`src/hdl/ccpc_pkg.sv`:
```
package ccpc_pkg;
    localparam int          OSC_FREQ_HZ       = 32768;
    localparam logic [10:0] PLL_MULT_VAL      = 11'h560;
    localparam int          PLL_FREQ_HZ       = OSC_FREQ_HZ * 1376;

    localparam logic [7:0]  ADDR_CLK_KEY1     = 8'h00;
    localparam logic [7:0]  ADDR_PLL_CONFIG   = 8'h04;
    localparam logic [7:0]  ADDR_CLK_KEY2     = 8'h08;
    localparam logic [7:0]  ADDR_PWR_KEY      = 8'h0c;
    localparam logic [7:0]  ADDR_PWR_CONFIG   = 8'h10;
    localparam logic [7:0]  ADDR_STATUS       = 8'h14;

    localparam logic [7:0]  CLK_KEY1_VAL      = 8'haa;
    localparam logic [7:0]  CLK_KEY2_VAL      = 8'h55;
    localparam logic [7:0]  PWR_KEY1_VAL      = 8'h01;
    localparam logic [7:0]  PWR_KEY2_VAL      = 8'hf4;

    localparam int          MODE_LSB          = 0;
    localparam int          WDOG_BIT          = 2;
    localparam int          DIV_LSB           = 0;
    localparam int          FAST_IRQ_BOOST_BIT          = 3;
    localparam int          OPMODE_LSB        = 4;

    localparam logic [1:0]  MODE_PLL          = 2'h1;
    localparam logic [1:0]  MODE_EXT_CLK      = 2'h3;
    localparam logic [2:0]  OPMODE_NORMAL     = 3'h0;
    localparam logic [2:0]  OPMODE_POWER_DOWN = 3'h1;

    localparam logic [1:0]  MODE_RESET        = MODE_PLL;
    localparam logic        WDOG_RESET        = 1'b0;
    localparam logic [2:0]  DIV_RESET         = 3'h3;
    localparam logic        FAST_IRQ_BOOST_RESET        = 1'b0;
    localparam logic [2:0]  OPMODE_RESET      = OPMODE_NORMAL;

    typedef enum logic [2:0] {
        KEY_IDLE,
        KEY_CLK_OPEN,
        KEY_CLK_HELD,
        KEY_PWR_OPEN,
        KEY_PWR_HELD
    } ccpc_key_e;
endpackage : ccpc_pkg

```
`src/hdl/ccpc_div_if.sv`:
```
interface ccpc_div_if;
    logic [2:0] div_code;
    logic       run;
    logic       ext_mode;
    logic       ext_clk;
    logic       tick;
    logic       clk_pin;

    modport ctrl (output div_code, output run, output ext_mode, output ext_clk, input tick, input clk_pin);
    modport div  (input div_code, input run, input ext_mode, input ext_clk, output tick, output clk_pin);
endinterface : ccpc_div_if

```
`src/hdl/ccpc_divider.sv`:
```
module ccpc_divider
    import ccpc_pkg::*;
(
    input  wire logic   clk,
    input  wire logic   rst,
    ccpc_div_if.div     dif
);
    logic [6:0] cnt_ff;
    logic [6:0] nxt_cnt;
    logic       ext_prev_ff;
    logic       nxt_ext_prev;
    logic       tick_ff;
    logic       nxt_tick;
    logic       pin_ff;
    logic       nxt_pin;
    logic       src_edge;
    logic [6:0] mask;
    logic [2:0] pin_idx;

    assign dif.tick    = tick_ff;
    assign dif.clk_pin = pin_ff;

    always_comb begin
        // source edge: every clk in pll mode, a rising edge of the external pin otherwise
        src_edge     = dif.ext_mode ? (dif.ext_clk & ~ext_prev_ff) : 1'b1;
        nxt_ext_prev = dif.ext_clk;
        mask         = 7'((8'h01 << dif.div_code) - 8'h01);
        pin_idx      = 3'(dif.div_code - 3'h1);
        nxt_cnt      = cnt_ff;
        nxt_tick     = 1'b0;
        nxt_pin      = 1'b0;
        if (dif.run && src_edge) begin
            nxt_cnt  = 7'(cnt_ff + 7'h01) & mask;
            nxt_tick = ((cnt_ff & mask) == mask);
        end
        if (dif.run) begin
            // square wave at the core rate; at full speed the pin shows the tick itself
            nxt_pin = (dif.div_code == 3'h0) ? src_edge : nxt_cnt[pin_idx];
        end
    end

    always_ff @(posedge clk or posedge rst) begin
        if (rst) begin
            cnt_ff      <= 7'h00;
            ext_prev_ff <= 1'b0;
            tick_ff     <= 1'b0;
            pin_ff      <= 1'b0;
        end else begin
            cnt_ff      <= nxt_cnt;
            ext_prev_ff <= nxt_ext_prev;
            tick_ff     <= nxt_tick;
            pin_ff      <= nxt_pin;
        end
    end
endmodule : ccpc_divider

```
`src/hdl/ccpc_top.sv`:
```
module ccpc_top
    import ccpc_pkg::*;
(
    input  wire logic        CLK,
    input  wire logic        SYS_RST,
    input  wire logic        PSEL,
    input  wire logic        PENABLE,
    input  wire logic        PWRITE,
    input  wire logic [7:0]  PADDR,
    input  wire logic [31:0] PWDATA,
    output logic      [31:0] PRDATA,
    output logic             PREADY,
    output logic             PSLVERR,
    input  wire logic        EXTERNAL_CLOCK_INPUT,
    input  wire logic        EXT_INT_LINE_0,
    input  wire logic        EXT_INT_LINE_1,
    input  wire logic        TIMER2_WAKE,
    input  wire logic        TIMER3_WAKE,
    input  wire logic        IRQ_IN_SERVICE,
    output logic             CORE_CLK_EN,
    output logic             CLOCK_OUT_PIN,
    output logic      [1:0]  CLOCK_SOURCE_MODE,
    output logic             WATCHDOG_SLOW_SOURCE,
    output logic             PLL_ENABLE,
    output logic      [10:0] PLL_MULT,
    output logic             POWERED_DOWN
);
    ccpc_key_e  key_ff;
    ccpc_key_e  nxt_key;
    logic [7:0] pend_ff;
    logic [7:0] nxt_pend;

    logic [1:0] mode_ff;
    logic [1:0] nxt_mode;
    logic       wdog_ff;
    logic       nxt_wdog;
    logic [2:0] div_ff;
    logic [2:0] nxt_div;
    logic       fast_irq_boost_ff;
    logic       nxt_fast_irq_boost;
    logic [2:0] opmode_ff;
    logic [2:0] nxt_opmode;

    logic [31:0] rdata_ff;
    logic [31:0] nxt_rdata;

    logic       acc;
    logic       acc_wr;
    logic [7:0] wbyte;
    logic       mapped;
    logic       clk_commit;
    logic       pwr_commit;
    logic       power_down;
    logic       wake;
    logic       boost;
    logic [2:0] div_eff;
    logic [7:0] pll_view;
    logic [7:0] pwr_view;
    logic [7:0] status_view;

    ccpc_div_if dif ();

    ccpc_divider u_div (
        .clk (CLK),
        .rst (SYS_RST),
        .dif (dif.div)
    );

    // apb slave with no wait states
    assign acc    = PSEL & PENABLE;
    assign acc_wr = acc & PWRITE;
    assign wbyte  = PWDATA[7:0];
    assign mapped = (PADDR == ADDR_CLK_KEY1) || (PADDR == ADDR_PLL_CONFIG) || (PADDR == ADDR_CLK_KEY2)
                 || (PADDR == ADDR_PWR_KEY) || (PADDR == ADDR_PWR_CONFIG) || (PADDR == ADDR_STATUS);

    assign PREADY  = 1'b1;
    assign PSLVERR = acc & ~mapped;
    assign PRDATA  = rdata_ff;

    // key sequencer: any access other than the next expected one aborts
    always_comb begin
        nxt_key    = key_ff;
        nxt_pend   = pend_ff;
        clk_commit = 1'b0;
        pwr_commit = 1'b0;
        if (acc) begin
            nxt_key = KEY_IDLE;
            case (key_ff)
                KEY_CLK_OPEN: begin
                    if (acc_wr && PADDR == ADDR_PLL_CONFIG) begin
                        nxt_key  = KEY_CLK_HELD;
                        nxt_pend = wbyte;
                    end
                end
                KEY_CLK_HELD: begin
                    clk_commit = acc_wr && PADDR == ADDR_CLK_KEY2 && wbyte == CLK_KEY2_VAL;
                end
                KEY_PWR_OPEN: begin
                    if (acc_wr && PADDR == ADDR_PWR_CONFIG) begin
                        nxt_key  = KEY_PWR_HELD;
                        nxt_pend = wbyte;
                    end
                end
                KEY_PWR_HELD: begin
                    pwr_commit = acc_wr && PADDR == ADDR_PWR_KEY && wbyte == PWR_KEY2_VAL;
                end
                default: begin
                    nxt_key = KEY_IDLE;
                end
            endcase
            // an aborting access may itself open a fresh sequence
            if (nxt_key == KEY_IDLE && !clk_commit && !pwr_commit && acc_wr) begin
                if (PADDR == ADDR_CLK_KEY1 && wbyte == CLK_KEY1_VAL) begin
                    nxt_key = KEY_CLK_OPEN;
                end else if (PADDR == ADDR_PWR_KEY && wbyte == PWR_KEY1_VAL) begin
                    nxt_key = KEY_PWR_OPEN;
                end
            end
        end
    end

    always_ff @(posedge CLK or posedge SYS_RST) begin
        if (SYS_RST) begin
            key_ff  <= KEY_IDLE;
            pend_ff <= 8'h00;
        end else begin
            key_ff  <= nxt_key;
            pend_ff <= nxt_pend;
        end
    end

    // configuration registers, loaded at the closing key write; a wake source also clears the operating mode
    always_comb begin
        nxt_mode   = mode_ff;
        nxt_wdog   = wdog_ff;
        nxt_div    = div_ff;
        nxt_fast_irq_boost   = fast_irq_boost_ff;
        nxt_opmode = opmode_ff;
        if (clk_commit) begin
            nxt_wdog = pend_ff[WDOG_BIT];
            // reserved mode codes leave the running mode untouched
            if (pend_ff[MODE_LSB +: 2] == MODE_PLL || pend_ff[MODE_LSB +: 2] == MODE_EXT_CLK) begin
                nxt_mode = pend_ff[MODE_LSB +: 2];
            end
        end
        if (wake) begin
            nxt_opmode = OPMODE_NORMAL;
        end
        if (pwr_commit) begin
            nxt_div  = pend_ff[DIV_LSB +: 3];
            nxt_fast_irq_boost = pend_ff[FAST_IRQ_BOOST_BIT];
            if (pend_ff[OPMODE_LSB +: 3] == OPMODE_NORMAL || pend_ff[OPMODE_LSB +: 3] == OPMODE_POWER_DOWN) begin
                nxt_opmode = pend_ff[OPMODE_LSB +: 3];
            end
        end
    end

    always_ff @(posedge CLK or posedge SYS_RST) begin
        if (SYS_RST) begin
            mode_ff   <= MODE_RESET;
            wdog_ff   <= WDOG_RESET;
            div_ff    <= DIV_RESET;
            fast_irq_boost_ff   <= FAST_IRQ_BOOST_RESET;
            opmode_ff <= OPMODE_RESET;
        end else begin
            mode_ff   <= nxt_mode;
            wdog_ff   <= nxt_wdog;
            div_ff    <= nxt_div;
            fast_irq_boost_ff   <= nxt_fast_irq_boost;
            opmode_ff <= nxt_opmode;
        end
    end

    // clock steering
    assign power_down = (opmode_ff == OPMODE_POWER_DOWN);
    assign wake       = power_down & (EXT_INT_LINE_0 | EXT_INT_LINE_1 | TIMER2_WAKE | TIMER3_WAKE);
    assign boost      = fast_irq_boost_ff & IRQ_IN_SERVICE;
    assign div_eff    = boost ? 3'h0 : div_ff;

    assign dif.div_code = div_eff;
    assign dif.run      = ~power_down;
    assign dif.ext_mode = (mode_ff == MODE_EXT_CLK);
    assign dif.ext_clk  = EXTERNAL_CLOCK_INPUT;

    assign CORE_CLK_EN          = dif.tick;
    assign CLOCK_OUT_PIN        = dif.clk_pin;
    assign CLOCK_SOURCE_MODE    = mode_ff;
    assign WATCHDOG_SLOW_SOURCE = wdog_ff;
    assign PLL_ENABLE           = (mode_ff == MODE_PLL) & ~power_down;
    assign PLL_MULT             = PLL_MULT_VAL;
    assign POWERED_DOWN         = power_down;

    // read data, captured in the setup phase
    always_comb begin
        pll_view    = 8'h00;
        pwr_view    = 8'h00;
        status_view = 8'h00;
        pll_view[MODE_LSB +: 2]    = mode_ff;
        pll_view[WDOG_BIT]         = wdog_ff;
        pwr_view[DIV_LSB +: 3]     = div_ff;
        pwr_view[FAST_IRQ_BOOST_BIT]         = fast_irq_boost_ff;
        pwr_view[OPMODE_LSB +: 3]  = opmode_ff;
        status_view[0]             = power_down;
        status_view[1]             = boost;
        status_view[4:2]           = div_eff;
        status_view[7:5]           = key_ff;
        nxt_rdata = rdata_ff;
        if (PSEL && !PENABLE) begin
            nxt_rdata = 32'h0000_0000;
            if (!PWRITE) begin
                case (PADDR)
                    ADDR_PLL_CONFIG: nxt_rdata[7:0] = pll_view;
                    ADDR_PWR_CONFIG: nxt_rdata[7:0] = pwr_view;
                    ADDR_STATUS:     nxt_rdata[7:0] = status_view;
                    default:         nxt_rdata      = 32'h0000_0000;
                endcase
            end
        end
    end

    always_ff @(posedge CLK or posedge SYS_RST) begin
        if (SYS_RST) begin
            rdata_ff <= 32'h0000_0000;
        end else begin
            rdata_ff <= nxt_rdata;
        end
    end
endmodule : ccpc_top

```
`config.mk`:
```
export PLATFORM = sky130hd
export DESIGN_NAME = ccpc_top
export DESIGN_NICKNAME = d
export VERILOG_FILES = /design/src/hdl/ccpc_pkg.sv /design/src/hdl/ccpc_div_if.sv /design/src/hdl/ccpc_divider.sv /design/src/hdl/ccpc_top.sv
export SDC_FILE = /design/constraint.sdc
export NUM_CORES = 1
export LEC_CHECK = 0
export ABC_AREA = 1
export BUFFER_PORTS_ARGS = -buffer_cell sky130_fd_sc_hd__buf_2
export CAP_MARGIN = 20
export CORE_ASPECT_RATIO = 0.7
export CORE_UTILIZATION = 40
export DETAILED_ROUTE_END_ITERATION = 7
export GPL_ROUTABILITY_DRIVEN = 0
export GPL_TIMING_DRIVEN = 0
export PLACE_DENSITY = 0.75
export SLEW_MARGIN = 20
export SYNTH_ARGS = -nofsm -noshare
export SYNTH_HDL_FRONTEND = slang
export SYNTH_SLANG_ARGS = --single-unit
```
`constraint.sdc`:
```
create_clock -name CLK -period 2.2 [get_ports CLK]
set_input_delay 0.22 -clock CLK [delete_from_list [all_inputs] [get_ports CLK]]
set_output_delay 0.22 -clock CLK [all_outputs]
set_load 0.02 [all_outputs]
```
=== Yosys cells after proc, flatten, opt, wreduce, memory -nomap -nowiden ===
Cells that the tools add are included.

* Word-level logic and storage cells: 113
* Bits of input ports: 51
* Register bits: 62
* Output and inout port bits: 52

* Eq/ne operators: 22
* Magnitude comparators: 1
* Reduce and logical (&&, ||, !) cells: 30
* Shift operators: 1
* $add $sub $neg: 3
* Mux-type cells: 29
* Bitwise logic cells: 15

{| class="wikitable"
|+ Operators by type and width
! operator !! count
|-
| 3-bit two-way mux || 9
|-
| 8-bit one-hot mux with 3 select lines || 1
|-
| 7-bit two-way mux || 3
|-
| 8-bit by 4-bit == test with 1-bit output, second input constant || 2
|-
| 8-bit by 5-bit == test with 1-bit output, second input constant || 2
|-
| 8-bit == test, second input constant || 2
|-
| 7-bit AND || 2
|-
| 7-bit one-hot mux with 2 select lines || 1
|-
| 1-bit logical AND || 13
|-
| 1-bit two-way mux || 11
|-
| 3-bit by 1-bit == test with 1-bit output, second input constant || 3
|-
| 3-bit zero test || 3
|-
| 8-bit by 1-bit == test with 1-bit output, second input constant || 1
|-
| 8-bit by 3-bit == test with 1-bit output, second input constant || 1
|-
| 8-bit by 7-bit == test with 1-bit output, second input constant || 1
|-
| 8-bit zero test || 1
|-
| 8-bit two-way mux || 1
|-
| 7-bit by 1-bit adder with 7-bit output, second input constant || 1
|-
| 1-bit AND || 7
|-
| 7-bit == test || 1
|-
| 1-bit logical OR || 7
|-
| 1-bit by 3-bit << shifter with 7-bit output, first input constant || 1
|-
| 7-bit by 1-bit subtractor with 7-bit output, second input constant || 1
|-
| 3-bit by 2-bit == test with 1-bit output, second input constant || 2
|-
| 15 further kinds || 24
|}

=== Longest topological paths before layout ===
* Depth after elaboration: 11
* Mapped depth: 16
* Gate-level depth less buffers: 16

=== By module ===
Synthesis repeated with hierarchy kept, for this count alone.

* Cell total of the unflattened synthesis: 395
* Area total of the unflattened synthesis: 2897.8 µm²

{| class="wikitable"
|+ Modules (own cells, without submodules)
! module !! seq. area each (µm²) !! times used !! cells an instance !! area an instance (µm²)
|-
| ccpc_top || 704.4 || 1 || 257 || 1930.6
|-
| ccpc_divider || 250.2 || 1 || 138 || 967.2
|}

=== Least setup slack after synthesis ===
Ideal clock, no wire load.

* Path type: reg2reg
* Start point: register fast_irq_boost_ff
* End point: register u_div.pin_ff (netlist: u_div.dif.clk_pin)
* Setup time: 0.126 ns
* Stages on the path, launching flop included: 16
* Data required time: 2.074 ns
* Path slack: 0.060 ns
* Arrival: 2.014 ns
* Period minus slack after synthesis: 2.140 ns
* Path buffers: 0
* Cells stage by stage: dfrtp_1 -> nand2_2 -> nand2_1 -> inv_1 -> ha_1 -> nand2_1 -> ha_1 -> inv_1 -> nand2_1 -> nand3_1 -> nand3_1 -> nand2_1 -> nor2_1 -> nor2_1 -> a21boi_2 -> a21oi_2

* Cells in the longest elaborated chain, start to end: 10
* Elaborated cells on any way between the ends: 12
* Classes of those cells: add/sub (2); shift (1); mux (6); bitwise (2); reduce/logical (1)

{| class="wikitable"
|+ RTL lines
! what !! line !! text
|-
| start: declaration || ccpc_top.sv:39 || <nowiki>logic fast_irq_boost_ff;</nowiki>
|-
| start signal: assignment || ccpc_top.sv:169 || <nowiki>fast_irq_boost_ff <= nxt_fast_irq_boost;</nowiki>
|-
| 1-bit AND * || ccpc_top.sv:177 || <nowiki>assign boost = fast_irq_boost_ff & IRQ_IN_SERVICE;</nowiki>
|-
| 3-bit two-way mux * || ccpc_top.sv:178 || <nowiki>assign div_eff = boost ? 3'h0 : div_ff;</nowiki>
|-
| 1-bit by 3-bit << shifter with 7-bit output || ccpc_divider.sv:27 || <nowiki>mask = 7'((8'h01 << dif.div_code) - 8'h01);</nowiki>
|-
| 7-bit by 1-bit subtractor with 7-bit output || ccpc_divider.sv:27 ||
|-
| 7-bit AND || ccpc_divider.sv:33 || <nowiki>nxt_cnt = 7'(cnt_ff + 7'h01) & mask;</nowiki>
|-
| 7-bit two-way mux || ccpc_divider.sv:32 || <nowiki>if (dif.run && src_edge) begin</nowiki>
|-
| 1-bit binary-select mux with 3-bit select || ccpc_divider.sv:38 || <nowiki>nxt_pin = (dif.div_code == 3'h0) ? src_edge : nxt_cnt[pin_idx];</nowiki>
|-
| 1-bit two-way mux (not written as such) || ccpc_divider.sv:38 ||
|-
| 1-bit two-way mux * || ccpc_divider.sv:38 ||
|-
| 1-bit two-way mux * || ccpc_divider.sv:36 || <nowiki>if (dif.run) begin</nowiki>
|-
| named net u_div.nxt_pin || ccpc_divider.sv:15 || <nowiki>logic nxt_pin;</nowiki>
|-
| end signal: assignment || ccpc_divider.sv:52 || <nowiki>pin_ff <= nxt_pin;</nowiki>
|-
| end: declaration || ccpc_divider.sv:14 || <nowiki>logic pin_ff;</nowiki>
|}

The timed path passes the listed nets; every way through them passes the cells marked *. The select of a mux whose other input is x is not followed.
A chain may end at the register's enable or synchronous reset.

=== Worst setup path after layout ===
* Start point: register div_ff[1]
* End point: register u_div.pin_ff (netlist: u_div.dif.clk_pin)

* Cells in the longest elaborated chain, start to end: 9
* Elaborated cells on any way between the ends: 11
* Classes of those cells: add/sub (2); shift (1); mux (6); bitwise (1); reduce/logical (1)

{| class="wikitable"
|+ RTL lines
! what !! line !! text
|-
| start: declaration || ccpc_top.sv:37 || <nowiki>logic [2:0] div_ff;</nowiki>
|-
| start signal: assignment || ccpc_top.sv:168 || <nowiki>div_ff <= nxt_div;</nowiki>
|-
| 3-bit two-way mux * || ccpc_top.sv:178 ||
|-
| 1-bit by 3-bit << shifter with 7-bit output || ccpc_divider.sv:27 ||
|-
| 7-bit by 1-bit subtractor with 7-bit output || ccpc_divider.sv:27 ||
|-
| 7-bit AND || ccpc_divider.sv:33 ||
|-
| 7-bit two-way mux || ccpc_divider.sv:32 ||
|-
| 1-bit binary-select mux with 3-bit select || ccpc_divider.sv:38 ||
|-
| 1-bit two-way mux (not written as such) || ccpc_divider.sv:38 ||
|-
| 1-bit two-way mux * || ccpc_divider.sv:38 ||
|-
| 1-bit two-way mux * || ccpc_divider.sv:36 ||
|-
| named net u_div.nxt_pin || ccpc_divider.sv:15 ||
|}

Marked as above.

==> key figures <==
Status
  • Status: complete, no violations

Power
  • Net switching component of the power: 0.414 mW
  • Ratio of total power to cell area: ~430 nW/um^2
  • Share of total power in sequential cells: a little under half
  • Combinational power share: 13.0%
  • Relative contribution of the clock network to total power: 41.1%
  • Internal Pwr Total: 1.11 mW
  • Leakage power of the design: around 1.9 nW
  • Worst IR drop on VDD: roughly 360 uV
  • Net switching share of the total power: a little over a quarter

Synth
  • Top_reg_cell synth: sky130_fd_sc_hd__dfrtp_1
  • Synth top area share: 31.7%
  • Leading cell type by number of instances after synthesis: sky130_fd_sc_hd__nand2_1
  • Post-synthesis sequential area ratio: around 35%
  • Leading cell types by count after synthesis: sky130_fd_sc_hd__nand2_1, sky130_fd_sc_hd__inv_1, sky130_fd_sc_hd__buf_4
  • Average size of a mapped cell: 7.42 um^2
  • Register bit count reported by yosys: 38
  • Count of flip-flops with a built-in enable after synthesis: 0
  • Share of async-settable or async-resettable flops after synthesis: 100%
  • Cell type with the highest aggregate area in the netlist: sky130_fd_sc_hd__dfrtp_1
  • Count of mapped cells out of synthesis: between 300 and 400
  • Synth Warn #: 0
  • Synth cell types: 43
  • Synthesized area: 2770 um^2
  • Most area-consuming cells after synthesis: sky130_fd_sc_hd__dfrtp_1, sky130_fd_sc_hd__nand2_1, sky130_fd_sc_hd__buf_4

Timing
  • Clock Skew: 0.0103 ns
  • Post-Route Setup TNS: 0 ns
  • Final hold viol count: 0
  • RSZ-0062 raised after global routing: yes
  • Final-report max-slew violation count: 0
  • Timing-limited maximum frequency: ~0.48 GHz
  • Setup WS post-layout: 0.115 ns
  • Final critical path time including I/O delays and setup: about 2.1 ns
  • Final critical-path share of the clock period: 94.8%
  • Finish-stage setup viols: 0

Global route
  • Number of antenna violations at the first check in global routing: 0
  • Remaining Overflow, GRT: 0
  • First-pass GRT wire length: 11000 um
  • Largest net degree at the start of global routing: 25
  • Via count of the first global-routing pass: 2347
  • All-layer global routing usage: 20.0%

Final layout
  • # diodes: 0
  • Layout cell share with drive strength beyond 1: 32.1%
  • Share of the core filled with cells in the final layout: 54.5%
  • Area Overhead vs Synth: 27.1%
  • Fin nets: 525

Clocking
  • Bufs on Longest Clock Path: 2
  • H-Tree Level Count: 2
  • Total CTS buffers: 5
  • Clock tree from TritonCTS: yes
  • TritonCTS Sinks: 38
  • Clock latency of the later-clocked register in the worst-skew pair: 0.31 ns
  • Clock transition at the register clock pins on the worst setup and hold paths after CTS: approximately 0.09 ns
  • Root buffer cell: sky130_fd_sc_hd__clkbuf_8

Setup path
  • Worst Path Class, Setup: reg2reg
  • Critical path capture point type: register
  • Sort of element at the start of the critical path: register
  • Required arrival time at the worst endpoint: 2.43 ns
  • WP data arrival: roughly 2.3 ns
  • CP max FO: 4
  • Worst reg2reg setup slack: ~0.11 ns

Routing
  • Violation count after the first detailed-routing iteration: 272
  • Ratio of routed vias to standard cells: roughly 4.8
  • Total detailed-routing wirelength: 7120 um
  • Drt pass-1 iters: 5
  • Number of nets with antenna violations after routing: 0
  • Remaining design rule violation count: 0
  • Total vias in the final route: 2690
  • Wirelength per Cell: around 13 um

Place
  • Setup slack after placement: -0.298 ns
  • Number of I/O port buffers: 42
  • Post-detailed-placement half-perimeter wirelength: 5290 um

Floorplanning
  • Die footprint: 7260 um^2
  • Die X: between 100 and 150 um
  • Core outline area: 6460 um^2
  • Placement row count: 24
  • Number of top-level design ports: 103
  • Vertical die dimension: 71.6 um
  • Starting Density: between 40% and 50%

Hold path
  • Classification of the worst-slack hold path: in2reg

Flow run
  • Max-capacitance violation count: 0
==> critical path, cell delays in order (launching register included) <==
cell and delay (ns):
sky130_fd_sc_hd__dfstp_2 0.56, sky130_fd_sc_hd__inv_1 0.08, sky130_fd_sc_hd__nor2_4 0.14, sky130_fd_sc_hd__inv_4 0.07
sky130_fd_sc_hd__ha_4 0.17, sky130_fd_sc_hd__nand2_4 0.08, sky130_fd_sc_hd__ha_4 0.20, sky130_fd_sc_hd__inv_2 0.04
sky130_fd_sc_hd__nand2_1 0.04, sky130_fd_sc_hd__nand3_1 0.08, sky130_fd_sc_hd__nand3_1 0.08, sky130_fd_sc_hd__nand2_1 0.07
sky130_fd_sc_hd__nor2_1 0.04, sky130_fd_sc_hd__nor2_1 0.12, sky130_fd_sc_hd__a21boi_2 0.07, sky130_fd_sc_hd__a21oi_2 0.17
==> cells in the final DEF, fill, tap and decap left out, types with 3 or more instances in the layout <==
cell and n:
sky130_fd_sc_hd__o22ai_1 4, sky130_fd_sc_hd__o21ai_0 3, sky130_fd_sc_hd__o21ai_2 3, sky130_fd_sc_hd__a21oi_1 4, sky130_fd_sc_hd__nand2_1 76, sky130_fd_sc_hd__nand2_2 5, sky130_fd_sc_hd__nor3_1 5, sky130_fd_sc_hd__clkbuf_8 5
sky130_fd_sc_hd__ha_4 3, sky130_fd_sc_hd__nor4_1 4, sky130_fd_sc_hd__nor2_1 26, sky130_fd_sc_hd__inv_1 45, sky130_fd_sc_hd__nor2_2 4, sky130_fd_sc_hd__conb_1 36, sky130_fd_sc_hd__ha_1 4, sky130_fd_sc_hd__nand2_4 5
sky130_fd_sc_hd__dfstp_2 3, sky130_fd_sc_hd__nand4_1 12, sky130_fd_sc_hd__inv_2 13, sky130_fd_sc_hd__buf_2 42, sky130_fd_sc_hd__buf_4 45, sky130_fd_sc_hd__nand3_2 4, sky130_fd_sc_hd__o21ai_1 15, sky130_fd_sc_hd__dfrtp_1 35
sky130_fd_sc_hd__nand3_1 33
==> per-layer routing <==
metal	GRT usage, %	share of wire, %
met4	4.83	1.6
met1	27.8	46
met2	29.9	44
met5	0	0
met3	7.12	8.7
==> kinds of logic (layout without fill, tap and decap cells) <==
logic type                 Yosys count  count (layout)  synth area share, %
and+or+nand+nor                    186             186                 33.9
buffers and inverters              100             161                 18.8
AOI/OAI and AO/OA                   38              38                 8.59
DFF                                 38              38                 34.5
adders and majority gates            7               7                 3.17
other                                2              36                0.271
xor gates and xnor gates             1               1                0.317
muxes                                1               1                0.407
==> registers in the layout (all words and copies together), names as in the netlist, 2 cells and up <==
name	cells
div_ff	3
PRDATA	8
u_div.cnt_ff	7
opmode_ff	3
CLOCK_SOURCE_MODE	2
pend_ff	7
key_ff	3
==> cell type report <==
| type | count | area (um^2) |
|---|---|---|
| buffer | 37 | 282 |
| fill | 599 | 2940 |
| sequential | 38 | 955 |
| inverter | 63 | 246 |
| tap | 91 | 114 |
| clock inverter | 3 | 45.0 |
| timing repair buffer | 53 | 308 |
| multi-input combinational | 269 | 1500 |
| clock buffer | 5 | 68.8 |
==> stage by stage <==
stage | cell area (um^2) | instances | hold WS [ns] | power [mW]
after global routing | 3520 | 559 | 0.0380 | 1.59
after CTS | 3390 | 551 | 0.0404 | 1.52
after floorplan | 2890 | 407 | 0.251 | 0.859
after global placement | 3220 | 540 | 0.349 | 0.901
final | 3520 | 559 | 0.0410 | 1.53
after detailed placement | 3240 | 541 | 0.216 | 0.908
==> path summary, 6_finish.rpt <==
kind                                       from                end  cells after the start
setup / recovery                      div_ff[1]  u_div.dif.clk_pin                     15
hold / removal             EXTERNAL_CLOCK_INPUT  u_div.ext_prev_ff                      1
setup reg to reg                      div_ff[1]  u_div.dif.clk_pin                     15
hold reg to reg                       PRDATA[6]          PRDATA[6]                      2
max in group asynchronous               SYS_RST          div_ff[1]                      4
min in group asynchronous               SYS_RST    u_div.cnt_ff[3]                      3
==> timing repair <==
item / CTS / global route
hold buffers: 1 / 0
pin swaps: 0 / 10
hold endpoints to repair: 14 / 0
cloned: 0 / 0
setup endpoints to repair: 2 / 2
gates resized for setup: 7 / 14
buffers inserted: 1 / 8
==> power groups by stage <==
stage,logic (mW),clock network [mW],registers (mW)
floorplan,0.145,0,0.713
global placement,0.188,0,0.713
detailed placement,0.195,0,0.713
CTS,0.197,0.628,0.699
global route,0.218,0.670,0.700
finish,0.199,0.627,0.699
Note: power is estimated with default switching activity, not from simulation.
